$ cat config.mk
export PLATFORM = sky130hd
export DESIGN_NAME = arb_result_bank
export DESIGN_NICKNAME = d
export VERILOG_FILES = /design/src/design/arb_pkg.sv /design/src/design/arb_result_field.sv /design/src/design/arb_result_bank.sv
export VERILOG_INCLUDE_DIRS = /design/src /design/src/design
export SDC_FILE = /design/constraint.sdc
export NUM_CORES = 1
export LEC_CHECK = 0
export BUFFER_PORTS_ARGS = -buffer_cell sky130_fd_sc_hd__buf_2
export CORE_MARGIN = 10
export CORE_UTILIZATION = 50
export CTS_BUF_LIST = sky130_fd_sc_hd__clkbuf_8 sky130_fd_sc_hd__clkbuf_16
export DETAILED_ROUTE_END_ITERATION = 10
export PLACE_DENSITY = 0.72
export SLEW_MARGIN = 20
export SYNTH_ARGS = -nofsm -noshare
export SYNTH_HDL_FRONTEND = slang
export SYNTH_SLANG_ARGS = --single-unit
$ cat constraint.sdc
create_clock -name i_clk -period 1.8 [get_ports i_clk]
set_clock_uncertainty 0.2 [all_clocks]
set_input_delay 0.09 -clock i_clk [delete_from_list [all_inputs] [get_ports i_clk]]
set_output_delay 0.09 -clock i_clk [all_outputs]
set_load 0.03 [all_outputs]
$ cat src/design/arb_consts.svh
// Purpose: offsets, field positions and reset values of the result register bank
// Assumes: register offsets are 8-bit word addresses on the serial register path
// Notes: definitions only
`ifndef ARB_CONSTS_SVH
`define ARB_CONSTS_SVH

`define ARB_REG_W           24
`define ARB_FIELD_W         10
`define ARB_UP_LSB          10
`define ARB_UP_MSB          19
`define ARB_LO_LSB          0
`define ARB_LO_MSB          9
`define ARB_RSV_MSB         23
`define ARB_RSV_LSB         20
`define ARB_RESET_VAL       24'h000000
`define ARB_FIELD_RESET     10'h000
`define ARB_OFS_IN12_13     8'h10
`define ARB_OFS_IN14_15     8'h11
`define ARB_OFS_IN16_17     8'h12
`define ARB_OFS_IN18_19     8'h13
`define ARB_OFS_IN20_21     8'h14
`define ARB_OFS_IN22_23     8'h15
`define ARB_OFS_SELF_SUPPLY 8'h16
`define ARB_PAIR_COUNT      6
`define ARB_FIRST_INPUT     12

`endif

$ cat src/design/arb_pkg.sv
// Purpose: shared types of the result register bank
// Assumes: nothing beyond the constants header
// Notes: types only
package arb_pkg;
  typedef logic [9:0]  arb_field_t;
  typedef logic [23:0] arb_word_t;
  typedef enum logic {
    ARB_DIV_THREE,
    ARB_DIV_TEN
  } arb_divider_t;
endpackage

$ cat src/design/arb_result_field.sv
// Purpose: one 10-bit conversion result holder
// Assumes: result data is stable in the cycle its strobe is high
// Notes: gated by an enable so disabled features keep their last value
`timescale 1ns/1ps
`include "arb_consts.svh"

module arb_result_field
  import arb_pkg::*;
(
  input  wire logic       i_clk,
  input  wire logic       i_nrst,
  input  wire logic       i_enable,
  input  wire logic       i_strobe,
  input  wire arb_field_t i_data,
  output arb_field_t      o_value
);

  arb_field_t value_q;

  // whole field captured on one edge, never bit by bit
  always_ff @(posedge i_clk or negedge i_nrst) begin
    if (!i_nrst) begin
      value_q <= `ARB_FIELD_RESET;
    end else if (i_strobe && i_enable) begin
      value_q <= i_data;
    end
  end

  assign o_value = value_q;

endmodule

$ cat src/design/arb_result_bank.sv
// Purpose: read-only analog result registers for inputs 12..23, selfcheck and supply
// Assumes: converter and poll sequencer drive completion strobes; serial framing decodes addresses
// Notes: host writes have no effect on any location here
`timescale 1ns/1ps
`include "arb_consts.svh"

// Behaviour
// - 24-bit register, upper field bits 19:10, reserved zero
// - lower field bits 9:0, even input of pair
// - result registers read-only, host writes ignored
// - all bits clear to zero on reset
// - pair registers at 10h..15h, inputs 12..23
// - offset 16h upper field holds selfcheck result
// - offset 16h lower field holds supply result
// - supply result only when measurement enabled
// - selfcheck result only when diagnostic enabled
module arb_result_bank
  import arb_pkg::*;
(
  input  wire logic        i_clk,
  input  wire logic        i_nrst,
  input  wire logic [23:0] i_input_done,
  input  wire arb_field_t  i_input_data,
  input  wire logic        i_selfcheck_done,
  input  wire arb_field_t  i_selfcheck_data,
  input  wire logic        i_supply_done,
  input  wire arb_field_t  i_supply_data,
  input  wire logic        i_converter_selfcheck_enable,
  input  wire logic        i_supply_measure_enable,
  input  wire logic        i_supply_divider_select,
  input  wire logic        i_rd_en,
  input  wire logic [7:0]  i_addr,
  input  wire logic        i_wr_en,
  input  wire arb_word_t   i_wr_data,
  output arb_word_t        o_rd_data,
  output logic             o_rd_hit,
  output arb_divider_t     o_supply_divider
);

  // one holder per input 12..23; index 0 carries input 12
  arb_field_t input_result [12];
  arb_field_t converter_selfcheck_result;
  arb_field_t supply_voltage_result;

  arb_field_t input_twelve_result;
  arb_field_t input_thirteen_result;
  arb_field_t input_fourteen_result;
  arb_field_t input_fifteen_result;
  arb_field_t input_sixteen_result;
  arb_field_t input_seventeen_result;
  arb_field_t input_eighteen_result;
  arb_field_t input_nineteen_result;
  arb_field_t input_twenty_result;
  arb_field_t input_twentyone_result;
  arb_field_t input_twentytwo_result;
  arb_field_t input_twentythree_result;

  arb_word_t  result_inputs_12_13;
  arb_word_t  result_inputs_14_15;
  arb_word_t  result_inputs_16_17;
  arb_word_t  result_inputs_18_19;
  arb_word_t  result_inputs_20_21;
  arb_word_t  result_inputs_22_23;
  arb_word_t  result_selfcheck_supply;

  arb_word_t  rd_data_q;
  arb_word_t  rd_data_d;
  logic       rd_hit_d;

  // only inputs 12..23 live here; lower strobes belong to another bank
  genvar g;
  generate
    for (g = 0; g < 12; g = g + 1) begin : g_input
      arb_result_field u_field (
        .i_clk    (i_clk),
        .i_nrst   (i_nrst),
        .i_enable (1'b1),
        .i_strobe (i_input_done[g + `ARB_FIRST_INPUT]),
        .i_data   (i_input_data),
        .o_value  (input_result[g])
      );
    end
  endgenerate

  arb_result_field u_selfcheck (
    .i_clk    (i_clk),
    .i_nrst   (i_nrst),
    .i_enable (i_converter_selfcheck_enable),
    .i_strobe (i_selfcheck_done),
    .i_data   (i_selfcheck_data),
    .o_value  (converter_selfcheck_result)
  );

  arb_result_field u_supply (
    .i_clk    (i_clk),
    .i_nrst   (i_nrst),
    .i_enable (i_supply_measure_enable),
    .i_strobe (i_supply_done),
    .i_data   (i_supply_data),
    .o_value  (supply_voltage_result)
  );

  // divider factor chosen by configuration steers the converter front end
  assign o_supply_divider = i_supply_divider_select ? ARB_DIV_TEN : ARB_DIV_THREE;

  assign input_twelve_result      = input_result[0];
  assign input_thirteen_result    = input_result[1];
  assign input_fourteen_result    = input_result[2];
  assign input_fifteen_result     = input_result[3];
  assign input_sixteen_result     = input_result[4];
  assign input_seventeen_result   = input_result[5];
  assign input_eighteen_result    = input_result[6];
  assign input_nineteen_result    = input_result[7];
  assign input_twenty_result      = input_result[8];
  assign input_twentyone_result   = input_result[9];
  assign input_twentytwo_result   = input_result[10];
  assign input_twentythree_result = input_result[11];

  // reserved bits come from the zero start value, never from a holder
  always_comb begin
    result_inputs_12_13 = `ARB_RESET_VAL;
    result_inputs_12_13[`ARB_UP_MSB:`ARB_UP_LSB] = input_thirteen_result;
    result_inputs_12_13[`ARB_LO_MSB:`ARB_LO_LSB] = input_twelve_result;
  end

  always_comb begin
    result_inputs_14_15 = `ARB_RESET_VAL;
    result_inputs_14_15[`ARB_UP_MSB:`ARB_UP_LSB] = input_fifteen_result;
    result_inputs_14_15[`ARB_LO_MSB:`ARB_LO_LSB] = input_fourteen_result;
  end

  always_comb begin
    result_inputs_16_17 = `ARB_RESET_VAL;
    result_inputs_16_17[`ARB_UP_MSB:`ARB_UP_LSB] = input_seventeen_result;
    result_inputs_16_17[`ARB_LO_MSB:`ARB_LO_LSB] = input_sixteen_result;
  end

  always_comb begin
    result_inputs_18_19 = `ARB_RESET_VAL;
    result_inputs_18_19[`ARB_UP_MSB:`ARB_UP_LSB] = input_nineteen_result;
    result_inputs_18_19[`ARB_LO_MSB:`ARB_LO_LSB] = input_eighteen_result;
  end

  always_comb begin
    result_inputs_20_21 = `ARB_RESET_VAL;
    result_inputs_20_21[`ARB_UP_MSB:`ARB_UP_LSB] = input_twentyone_result;
    result_inputs_20_21[`ARB_LO_MSB:`ARB_LO_LSB] = input_twenty_result;
  end

  always_comb begin
    result_inputs_22_23 = `ARB_RESET_VAL;
    result_inputs_22_23[`ARB_UP_MSB:`ARB_UP_LSB] = input_twentythree_result;
    result_inputs_22_23[`ARB_LO_MSB:`ARB_LO_LSB] = input_twentytwo_result;
  end

  always_comb begin
    result_selfcheck_supply = `ARB_RESET_VAL;
    result_selfcheck_supply[`ARB_UP_MSB:`ARB_UP_LSB] = converter_selfcheck_result;
    result_selfcheck_supply[`ARB_LO_MSB:`ARB_LO_LSB] = supply_voltage_result;
  end

  // write port left unread on purpose: no path into any result holder
  // a write never touches rd_data_q either, so a pending snapshot survives

  // hit decode kept apart from the data mux so it stays purely address driven
  always_comb begin
    rd_hit_d = 1'b0;
    unique case (i_addr)
      `ARB_OFS_IN12_13:     rd_hit_d = 1'b1;
      `ARB_OFS_IN14_15:     rd_hit_d = 1'b1;
      `ARB_OFS_IN16_17:     rd_hit_d = 1'b1;
      `ARB_OFS_IN18_19:     rd_hit_d = 1'b1;
      `ARB_OFS_IN20_21:     rd_hit_d = 1'b1;
      `ARB_OFS_IN22_23:     rd_hit_d = 1'b1;
      `ARB_OFS_SELF_SUPPLY: rd_hit_d = 1'b1;
      default:              rd_hit_d = 1'b0;
    endcase
  end

  // unmapped offsets read as zero
  always_comb begin
    rd_data_d = `ARB_RESET_VAL;
    unique case (i_addr)
      `ARB_OFS_IN12_13:     rd_data_d = result_inputs_12_13;
      `ARB_OFS_IN14_15:     rd_data_d = result_inputs_14_15;
      `ARB_OFS_IN16_17:     rd_data_d = result_inputs_16_17;
      `ARB_OFS_IN18_19:     rd_data_d = result_inputs_18_19;
      `ARB_OFS_IN20_21:     rd_data_d = result_inputs_20_21;
      `ARB_OFS_IN22_23:     rd_data_d = result_inputs_22_23;
      `ARB_OFS_SELF_SUPPLY: rd_data_d = result_selfcheck_supply;
      default:              rd_data_d = `ARB_RESET_VAL;
    endcase
  end

  // read data registered so a snapshot is stable for the whole serial shift-out
  always_ff @(posedge i_clk or negedge i_nrst) begin
    if (!i_nrst) begin
      rd_data_q <= `ARB_RESET_VAL;
    end else if (i_rd_en) begin
      rd_data_q <= rd_data_d;
    end
  end

  assign o_rd_data = rd_data_q;
  assign o_rd_hit  = rd_hit_d;

endmodule

==> summary.md, run 1 <==
| Metric | Value |
|---|---|
| Status | `complete, but fails checks` |
| Violated checks | `negative hold slack` |
| Clock transition at the registers of the reported paths | `approximately 0.06 ns` |
| Max H-tree Level | `4` |
| RSZ-0062 raised after global routing | `false` |
| Vias per Instance | `about 5.7` |
| Slew Limit Fails | `0` |
| First-pass GRT wire length | `~28,000 um` |
| Non-filler cells, final | `just over 800` |
| Avg Inst Size Synth | `around 14 um^2` |
| Total grt overflow | `0` |
| Antenna cells | `0` |
| Flop-to-flop setup slack | `0.24 ns` |
| Final min period | `1.71 ns` |
| Share of post-route cells with drive strength above 1 | `between 40% and 50%` |
| Flops & latches, synth | `between 150 and 200` |
| Crit path launch type | `input pin` |
| Chip Width | `roughly 140 um` |
| Initial core utilization | `51.0%` |
| Maximum clock path buffer count | `2` |
| Area leader, netlist | `dfrtp_1` |
| Die Y | `approximately 140 um` |
| Mapped Area | `slightly above 0.007 mm^2` |
| Area Growth Syn to Fin | `25.0%` |
| DP Cell Count | `737` |
| Part of the cycle the worst path needs | `94.9%` |
| Antenna Nets Post-Route | `0` |
| Worst EP required | `approximately 1.5 ns` |
| Cell Chain, Critical Path | `dlygate4sd3_1, buf_2, a311oi_4, buf_2` |
| Setup violators final | `0` |
| CTS tree | `done` |
| Area occupied by multi-input gates | `between 0.002 and 0.003 mm^2` |
| Port Buffers | `between 70 and 80` |
| Pwr dens | `roughly 1000 mW/mm^2` |
| Top cell type's share of synthesized area | `a little under three fifths` |
| Top achievable clock speed | `a little under 0.6 GHz` |
| Most frequent cell after synthesis | `dfrtp_1` |
| Top cells by area, synth | `dfrtp_1 57%, mux2_2 25%, a221oi_1 4.7%` |
| Setup crit end kind | `primary output` |
| Peak VDD IR | `0.744 mV` |
| Register area | `about 0.0040 mm^2` |
| Nets | `724` |
| Synth Flop Type | `dfrtp_1` |
| Reg2reg start | `u_selfcheck.o_value[9]` |
| DR WL/cell | `20.7 um` |
| Hold Crit Class | `input pin to async pin` |
| Reg2Reg Capture Point | `o_rd_data[19]` |
| Total number of vias | `around 4,700` |
| Worst setup path class | `input pin to primary output` |
| Asr flop ratio synth | `100%` |
| Post-Syn Instances | `around 510` |
| Router iterations before antenna repair | `5` |
| Setup_tns | `0 ns` |
| Initial DRC Count | `around 380` |
| Max-cap check violation count | `0` |
| Critical path fanouts, max | `9` |
| Top post-synthesis cells by count | `160 x dfrtp_1, 159 x mux2_2, 38 x a221oi_1, 38 x a22oi_1, 36 x clkbuf_1` |
| Worst-Margin Slew | `between 0.5 and 0.6 ns` |
| Final hold vios | `5` |
| WP data arrival | `1.42 ns` |
| Die ar. | `between 0.015 and 0.02 mm^2` |
| Slowest stage delay, CP | `approximately 0.55 ns` |
| Layout fillers | `1,055` |
| Critical path's slowest cell | `dlygate4sd3_1` |
| Total global-route track usage | `18.0%` |
| Num CTS Buffers | `17` |
| Static leakage | `~3.9 nW` |
| Vias in the first global route | `around 5,200` |
| Cell family with most CP delay | `buffers and inverters` |
| I/O pins | `121` |
| Worst reg-to-reg path cell count | `4` |
| CP most frequent cell | `buf_2` |
| TritonCTS sink count | `160` |
| Largest net degree at the start of global routing | `~50` |
| Initial antenna violation count | `0` |
| Gpl congestion | `~0.8` |
| Latest clock arrival within the worst-skew pair | `~0.42 ns` |
| DP Area | `~0.0077 mm^2` |
| DP Wirelength | `~11,000 um` |
| WHS | `-0.00974 ns` |
| Max-slew headroom | `66.5%` |
| Proportion of synthesized chip area in sequential cells | `a little under three fifths` |
| CP Buf/Inv Count | `3` |
| Count of cell types in the netlist | `23` |
| Post-Route WL | `17,000 um` |
| DRC viols | `0` |
| Root Buffer | `clkbuf_16` |
| EDFF count, synth | `0` |
| Cell row count | `43` |
| Core Region | `0.0138 mm^2` |
| Ys Warns | `0` |
| Post-route cell area | `0.00881 mm^2` |
==> power breakdown <==
group          switching [mW]  internal [mW]
logic                   0.524          0.616
registers               0.178           3.94
clock network            1.39           2.23
total                    2.09           6.79
==> worst register-to-register path: stages, from the launching register on <==
cell and delay, ns:
dfrtp_1 0.39, mux2_2 0.27, a221oi_1 0.32, a21o_1 0.16, a22oi_1 0.09
==> timing repair <==
item,in CTS,in global routing
endpoints found under the setup margin,0,1
endpoints found under the hold margin,321,0
hold buffers,53,0
buffers inserted,0,0
gates resized for setup,0,1
==> metal layers <==
layer	up-vias	part of all wire, %	wire, um	GRT usage [%]
met4	0	1.4	231	5.71
li1	2130	-	-	-
met1	2416	41	6900	20.6
met5	-	0	0	0
met3	19	4.1	694	4.35
met2	112	54	9190	32.2
==> through the flow <==
step                total power [mW]  setup slack, ns  hold slack (ns)  utilization [%]
floorplan                       4.84           0.0186           -0.406                -
global placement                5.16           0.0602           -0.130             55.5
detailed placement              5.23           0.0246           -0.127             55.5
CTS                             8.95           0.0734          0.00956             63.7
global route                    9.25          0.00211           0.0224             63.7
finish                          8.88           0.0918         -0.00974             63.7
==> cell families after synthesis <==
family | after synthesis | share of synthesized area [%]
AO/OA/AOI/OAI | 99 | 11.6
buffers and inverters | 54 | 3.57
flip-flops | 160 | 56.8
multiplexers | 162 | 25.8
other | 1 | 0.0532
AND/OR/NAND/NOR | 32 | 2.17
==> cell usage in the layout, fill, tap and decap left out, types with 2 or more instances in the layout <==
cell / instances
clkbuf_16: 17
a22oi_1: 38
buf_12: 6
bufinv_16: 3
nor3_2: 2
buf_2: 76
mux2i_1: 3
a21o_1: 19
nand2_1: 24
mux2_2: 159
inv_1: 3
dfrtp_1: 160
dlygate4sd3_1: 53
clkbuf_8: 2
clkinvlp_4: 3
a221oi_1: 38
clkinv_2: 5
buf_4: 16
conb_1: 4
==> flip-flops by register name, summed over array words and instances, names as in the netlist <==
| register | flops |
|---|---|
| g_input.u_field.o_value | 120 |
| o_rd_data | 20 |
| u_selfcheck.o_value | 10 |
| u_supply.o_value | 10 |
==> area by class of cell <==
cell class,count,share of cell area (%)
Timing Repair Buffer,152,13.2
Tap cell,180,2.56
Clock buffer,19,5.14
Multi-Input combinational cell,297,32.0
Clock inverter,13,1.65
Inverter,1,0.0426
Sequential cell,160,45.5
==> worst max path at each step <==
stage	start	endpoint	slack [ns]	cells after the start
final	i_addr[1]	o_rd_hit	0.09	4
after global routing	i_addr[1]	o_rd_data[19]	0.002	7
after CTS	i_addr[1]	o_rd_hit	0.07	4
after detailed placement	i_addr[5]	o_rd_data[13]	0.02	6
after global placement	i_addr[2]	o_rd_data[17]	0.06	6
after floorplan	i_addr[5]	o_rd_data[18]	0.02	5
Power figures use the tool's default switching activity.
==> run 2, diff against run 1 <==
--- a/config.mk
+++ b/config.mk
@@ -15,4 +15,5 @@
 export SLEW_MARGIN = 20
 export SYNTH_ARGS = -nofsm -noshare
 export SYNTH_HDL_FRONTEND = slang
+export SYNTH_HIERARCHICAL = 1
 export SYNTH_SLANG_ARGS = --single-unit
==> run 2 against run 1 <==
  * The run now ends clean
  * Combinational power grew 24%
  * Fmax decreased by 1.1%
  * Sequential cell count unchanged
  * Core utilization grew 1.9 points
  * Critical path depth increased by 1
  * Setup slack worse by 0.019 ns
  * Global-route usage is 0.27 points lower
  * Largest cell class unchanged
==> summary.md, run 2 <==
| Metric | Value |
|---|---|
| Status | `complete, no violations (was complete, but fails checks)` |
| Setup crit end kind | `register (was primary output)` |
| Asr flop ratio synth | `100% (unchanged)` |
| Part of the cycle the worst path needs | `95.9% (was 94.9%)` |
| Pre-CTS setup slack | `0.0682 ns (was 0.0246 ns)` |
| Layout Utilization | `65.6% (was 63.7%)` |
| Area leader, netlist | `dfrtp_1 (unchanged)` |
| Share of post-route cells with drive strength above 1 | `43.8% (was 46.1%)` |
| Initial DRC Count | `291 (was 379)` |
| Nets | `755 (was 724)` |
| Final min period | `1.73 ns (was 1.71 ns)` |
| Antenna cells | `0 (unchanged)` |
| Static leakage | `4.11 nW (was 3.94 nW)` |
| Total global-route track usage | `17.7% (was 18.0%)` |
| Post-Route WL | `16,700 um (was 17,000 um)` |
| Port Buffers | `77 (unchanged)` |
| Mapped Area | `0.00709 mm^2 (was 0.00705 mm^2)` |
| Die ar. | `0.0194 mm^2 (was 0.0192 mm^2)` |
| Top post-synthesis cells by count | `160 x dfrtp_1, 151 x mux2_2, 37 x mux2i_1 (was 160 x dfrtp_1, 159 x mux2_2, 38 x a221oi_1, 38 x a22oi_1, 36 x clkbuf_1)` |
| Max-cap check violation count | `0 (unchanged)` |
| EDFF count, synth | `0 (unchanged)` |
| Proportion of synthesized chip area in sequential cells | `56.4% (was 56.8%)` |
| Root Buffer | `clkbuf_16 (unchanged)` |
| Most frequent cells in the layout | `160 x dfrtp_1, 151 x mux2_2, 76 x buf_2 (was 160 x dfrtp_1, 159 x mux2_2, 76 x buf_2)` |
| Flop-to-flop setup slack | `0.26 ns (was 0.24 ns)` |
| Setup violators final | `0 (unchanged)` |
| Most frequent cell after synthesis | `dfrtp_1 (unchanged)` |
| Synth Flop Type | `dfrtp_1 (unchanged)` |
| Router iterations before antenna repair | `6 (was 5)` |
| Top achievable clock speed | `0.579 GHz (was 0.585 GHz)` |
| Worst EP required | `1.90 ns (was 1.51 ns)` |
| Largest net degree at the start of global routing | `61 (was 51)` |
| Worst-Margin Slew | `0.832 ns (was 0.502 ns)` |
| Max-slew headroom | `44.1% (was 66.5%)` |
| Max H-tree Level | `4 (unchanged)` |
| DRC viols | `0 (unchanged)` |
| Maximum clock path buffer count | `2 (unchanged)` |
| Top cell type's share of synthesized area | `56.4% (was 56.8%)` |
| Cell row count | `43 (unchanged)` |
| Flops & latches, synth | `160 (unchanged)` |
| Setup_tns | `0 ns (unchanged)` |
| Chip Width | `139 um (about the same)` |
| Num CTS Buffers | `17 (unchanged)` |
| Vias in the first global route | `4,963 (was 5,243)` |
| Peak VDD IR | `0.621 mV (was 0.744 mV)` |
| Core Region | `0.0139 mm^2 (was 0.0138 mm^2)` |
| First-pass GRT wire length | `27,300 um (was 27,700 um)` |
| Hold Crit Class | `input pin to register (was input pin to async pin)` |
| Total grt overflow | `0 (unchanged)` |
| Die Y | `139 um (about the same)` |
| Commonest non-fill, non-tap cell in the layout | `dfrtp_1 (unchanged)` |
| Crit path launch type | `input pin (unchanged)` |
| Latest clock arrival within the worst-skew pair | `0.42 ns (about the same)` |
| TritonCTS sink count | `160 (unchanged)` |
| Fin worst setup slack | `0.0730 ns (was 0.0918 ns)` |
| Total number of vias | `4,659 (was 4,677)` |
| Antenna Nets Post-Route | `0 (unchanged)` |
| Gpl congestion | `0.824 (was 0.786)` |
| Hold Path Depth | `5` |
| Pwr dens | `992 mW/mm^2 (was 1010 mW/mm^2)` |
| Critical path fanouts, max | `10 (was 9)` |
| DP Wirelength | `11,200 um (was 11,500 um)` |
| WP data arrival | `1.83 ns (was 1.42 ns)` |
| Max reg flops | `120 (unchanged)` |
| Avg Inst Size Synth | `14.6 um^2 (was 13.9 um^2)` |
| Vias per Instance | `5.46 (was 5.69)` |
| Clock transition at the registers of the reported paths | `0.06 ns (about the same)` |
| CTS tree | `done (unchanged)` |
| Worst reg-to-reg path cell count | `2 (was 4)` |
| Area Growth Syn to Fin | `28.3% (was 25.0%)` |
| Worst setup path class | `input pin to register (was input pin to primary output)` |
| Initial antenna violation count | `0 (unchanged)` |
| Post-cts gate resize count | `0 (unchanged)` |
| Initial core utilization | `51.1% (was 51.0%)` |
| Post-Syn Instances | `487 (was 508)` |
| I/O pins | `121 (unchanged)` |
| DR WL/cell | `19.5 um (was 20.7 um)` |
| RSZ-0062 raised after global routing | `false (unchanged)` |
| Count of cell types in the netlist | `32 (was 23)` |
| Final hold vios | `0 (was 5)` |
| Slew Limit Fails | `0 (unchanged)` |
| Top cells by area, synth | `dfrtp_1 56%, mux2_2 24%, mux2i_1 5.2% (was dfrtp_1 57%, mux2_2 25%, a221oi_1 4.7%)` |
| Ys Warns | `6 (was 0)` |
-- run 2: cell types whose count changed after synthesis, moves of 14 or more --
cell      previous run  this run
a221oi_1            38         7
clkbuf_1            36         4
nand2_4              0        14
nand2_1             24         2
mux2i_1              3        37
o22ai_1              0        18
a21o_1              19         0
a22oi_1             38        13
o21ai_1              0        14
-- run 2: cell type report --
cell class | count | area (um^2)
multi-input combinational | 316 | 3020
sequential | 160 | 4000
fill | 998 | 4780
tap | 180 | 225
clock buffer | 24 | 522
timing repair buffer | 164 | 1290
inverter | 1 | 3.75
clock inverter | 8 | 37.5
-- run 2: logic make-up (layout without fill, tap and decap cells) --
kind of cell / Yosys count / in the layout / share of synthesized area, %
flip-flops: 160 / 160 / 56.4
multiplexers: 198 / 198 / 30.9
buffers and inverters: 25 / 197 / 1.94
AO/OA/AOI/OAI: 72 / 72 / 6.79
other: 2 / 16 / 0.106
AND/OR/NAND/NOR: 30 / 30 / 3.77
-- run 2: what timing repair did --
item | in CTS | in global routing
hold buffers | 70 | 0
hold endpoints to repair | 321 | 0
setup buffers | 0 | 0
-- run 2: power by group --
group	total [mW]	internal, mW	switching, mW
Clock	3.31	1.99	1.32
Combinational	1.41	0.807	0.605
Sequential	4.30	4.07	0.235
-- run 2: final timing paths --
check,from,endpoint
max,i_input_done[16],g_input[4].u_field/o_value[3]
min,i_addr[3],o_rd_data[9]
max reg2reg,u_supply/o_value[4],u_supply/o_value[4]
min reg2reg,g_input[0].u_field/o_value[7],g_input[0].u_field/o_value[7]
max in group asynchronous,i_nrst,o_rd_data[2]
min in group asynchronous,i_nrst,g_input[0].u_field/o_value[3]
-- run 2: layer usage --
layer | GRT usage, % | routed length (um) | vias to the layer above
met3 | 3.90 | 620 | 25
met4 | 6.81 | 283 | 0
met2 | 27.6 | 7980 | 93
met1 | 23.5 | 7790 | 2379
li1 | - | - | 2162
met5 | 0 | 0 | -
-- run 2: worst max-delay path, stage by stage --
cell,delay (ns)
dlygate4sd3_1,0.54
buf_2,0.14
nand2_4,0.13
mux2_2,0.36
dlygate4sd3_1,0.57
-- run 2: through the flow --
stage / instance area (um^2) / total power, mW / std cells / hold slack [ns]
6_report: 9100 / 9.03 / 853 / 0.0633
5_1_grt: 9100 / 9.43 / 853 / 0.0799
4_1_cts: 9100 / 9.08 / 853 / 0.0381
3_5_place_dp: 7840 / 5.58 / 751 / -0.227
3_3_place_gp: 7840 / 5.50 / 751 / -0.233
2_1_floorplan: 7160 / 5.12 / 501 / -0.406
==> run 3, diff against run 2 <==
--- a/config.mk
+++ b/config.mk
@@ -12,6 +12,7 @@
 export CTS_BUF_LIST = sky130_fd_sc_hd__clkbuf_8 sky130_fd_sc_hd__clkbuf_16
 export DETAILED_ROUTE_END_ITERATION = 10
 export PLACE_DENSITY = 0.72
+export RECOVER_POWER = 100
 export SLEW_MARGIN = 20
 export SYNTH_ARGS = -nofsm -noshare
 export SYNTH_HDL_FRONTEND = slang
==> run 3 against run 2 <==
  * Total power is 0.28% lower
  * Die area is the same
  * Hold slack better by 0.0053 ns
  * Critical endpoint unchanged
  * Largest power group unchanged
==> summary.md, run 3 (same netlist as run 2, synthesis figures left out) <==
| Metric | Value |
|---|---|
| Vias in the first global route | `4,963 (unchanged)` |
| Crit. Startpoint | `i_input_done[16] (unchanged)` |
| TritonCTS sink count | `160 (unchanged)` |
| Port Buffers | `77 (unchanged)` |
| WP data arrival | `1.83 ns (about the same)` |
| Setup crit end kind | `register (unchanged)` |
| Setup violators final | `0 (unchanged)` |
| Final hold vios | `0 (unchanged)` |
| Peak VDD IR | `0.617 mV (was 0.621 mV)` |
| First-pass GRT wire length | `27,300 um (unchanged)` |
| Most frequent cells in the layout | `160 x dfrtp_1, 151 x mux2_2, 70 x dlygate4sd3_1 (was 160 x dfrtp_1, 151 x mux2_2, 76 x buf_2)` |
| Reg2reg start | `u_supply/o_value[4] (unchanged)` |
| Post-cts gate resize count | `0 (unchanged)` |
| Worst-Margin Slew | `0.847 ns (was 0.832 ns)` |
| Non-filler cells, final | `853 (unchanged)` |
| DP Cell Count | `751 (unchanged)` |
| Post-Route WL | `16,700 um (about the same)` |
| Crit path to | `g_input[4].u_field/o_value[3] (unchanged)` |
| Max H-tree Level | `4 (unchanged)` |
| Setup_tns | `0 ns (unchanged)` |
| Initial antenna violation count | `0 (unchanged)` |
| Initial DRC Count | `312 (was 291)` |
| Antenna Nets Post-Route | `0 (unchanged)` |
| Top achievable clock speed | `0.580 GHz (was 0.579 GHz)` |
| Clock transition at the registers of the reported paths | `0.06 ns (about the same)` |
| Nets | `755 (unchanged)` |
| Area Growth Syn to Fin | `26.7% (was 28.3%)` |
| Num CTS Buffers | `17 (unchanged)` |
| Internal | `6.86 mW (was 6.87 mW)` |
| CTS tree | `done (unchanged)` |
| Total number of vias | `4,655 (was 4,659)` |
| Worst reg-to-reg path cell count | `2 (unchanged)` |
| Flop-to-flop setup slack | `0.26 ns (about the same)` |
| Max reg flops | `120 (unchanged)` |
| P_sw | `2.15 mW (was 2.16 mW)` |
| Max-cap check violation count | `0 (unchanged)` |
| Sw frac | `23.8% (was 23.9%)` |
| Commonest non-fill, non-tap cell in the layout | `dfrtp_1 (unchanged)` |
| Reg2Reg Capture Point | `u_supply/o_value[4] (unchanged)` |
| Hold Crit Class | `input pin to register (unchanged)` |
| Status | `complete, no violations (unchanged)` |
| Share of post-route cells with drive strength above 1 | `38.6% (was 43.8%)` |
| Clock share of power | `36.8% (was 36.7%)` |
| Fin worst setup slack | `0.0763 ns (was 0.0730 ns)` |
| Root Buffer | `clkbuf_16 (unchanged)` |
| Largest net degree at the start of global routing | `61 (unchanged)` |
| Antenna cells | `0 (unchanged)` |
| DRC viols | `0 (unchanged)` |
| Pwr dens | `1000 mW/mm^2 (was 992 mW/mm^2)` |
| Post-CTS Setup Inserts | `0 (unchanged)` |
| WHS | `0.0686 ns (was 0.0633 ns)` |
| Worst setup path class | `input pin to register (unchanged)` |
| Worst EP required | `1.90 ns (about the same)` |
| Slew Limit Fails | `0 (unchanged)` |
| DR WL/cell | `19.5 um (about the same)` |
| Final min period | `1.72 ns (was 1.73 ns)` |
| Power share of the sequential group | `47.8% (was 47.7%)` |
| Router iterations before antenna repair | `4 (was 6)` |
| Crit path launch type | `input pin (unchanged)` |
| Vias per Instance | `5.46 (about the same)` |
| Comb pwr share | `15.4% (was 15.6%)` |
| Max-slew headroom | `43.1% (was 44.1%)` |
| Die ar. | `0.0194 mm^2 (unchanged)` |
| Critical path fanouts, max | `10 (unchanged)` |
| Maximum clock path buffer count | `2 (unchanged)` |
| Gpl congestion | `0.824 (unchanged)` |
| Die Y | `139 um (unchanged)` |
| I/O pins | `121 (unchanged)` |
| DP Wirelength | `11,200 um (unchanged)` |
| Total grt overflow | `0 (unchanged)` |
| RSZ-0062 raised after global routing | `false (unchanged)` |
| Core Region | `0.0139 mm^2 (unchanged)` |
| Latest clock arrival within the worst-skew pair | `0.42 ns (about the same)` |
| Total global-route track usage | `17.7% (unchanged)` |
| Cell row count | `43 (unchanged)` |
| Static leakage | `3.96 nW (was 4.11 nW)` |
| Chip Width | `139 um (unchanged)` |
| Pre-CTS setup slack | `0.0682 ns (unchanged)` |
| Part of the cycle the worst path needs | `95.8% (was 95.9%)` |
| Initial core utilization | `51.1% (unchanged)` |
run 3: cell count changes in the layout (fill, tap and decap cells not counted), sizes merged:
cell	previous run	this run
buf	94	66
clkbuf	24	52
run 3: how the worst min path moves through the flow:
stage                     startpoint                             to  cells past startpoint
after floorplan               i_nrst  g_input[0].u_field/o_value[0]                      0
after global placement        i_nrst  g_input[0].u_field/o_value[1]                      1
after detailed placement      i_nrst  g_input[2].u_field/o_value[1]                      1
after CTS                  i_addr[3]                   o_rd_data[9]                      5
after global routing       i_addr[0]                  o_rd_data[18]                      4
final                      i_addr[3]                  o_rd_data[17]                      5
run 3: final cells by class:
cell class                      count  area [um^2]
Multi-Input combinational cell    316         2940
Sequential cell                   160         4000
Inverter                            1         3.75
Clock buffer                       24          522
Clock inverter                      8         37.5
Fill cell                        1029         4890
Timing Repair Buffer              164         1250
Tap cell                          180          225
run 3: timing repair:
| item | CTS | global route |
|---|---|---|
| endpoints found under the setup margin | 0 | 0 |
| endpoints found under the hold margin | 321 | 0 |
| hold buffers | 70 | 0 |
run 3: power groups by stage:
stage	Sequential (mW)	Combinational [mW]	Clock, mW
floorplan	4.29	0.832	0
global placement	4.32	1.17	0
detailed placement	4.36	1.22	0
CTS	4.30	1.41	3.37
global route	4.36	1.52	3.53
finish	4.30	1.39	3.31
run 3: worst max-delay path, cell delays in order:
cell and delay [ns]:
dlygate4sd3_1 0.54, clkbuf_1 0.12, nand2_4 0.14, mux2_2 0.36, dlygate4sd3_1 0.57
run 3: per-layer routing:
metal | wire length [um] | global-route usage [%]
met1 | 7710 | 23.5
met2 | 7970 | 27.6
met3 | 695 | 3.90
met4 | 295 | 6.81
met5 | 0 | 0
run 3: per-stage QoR:
stage / cell area (um^2) / total power, mW / utilization [%]
finish: 8990 / 9.00 / 64.8
global route: 8990 / 9.41 / 64.8
CTS: 9100 / 9.08 / 65.6
detailed placement: 7840 / 5.58 / 56.5
global placement: 7840 / 5.50 / 56.5
floorplan: 7160 / 5.12 / -
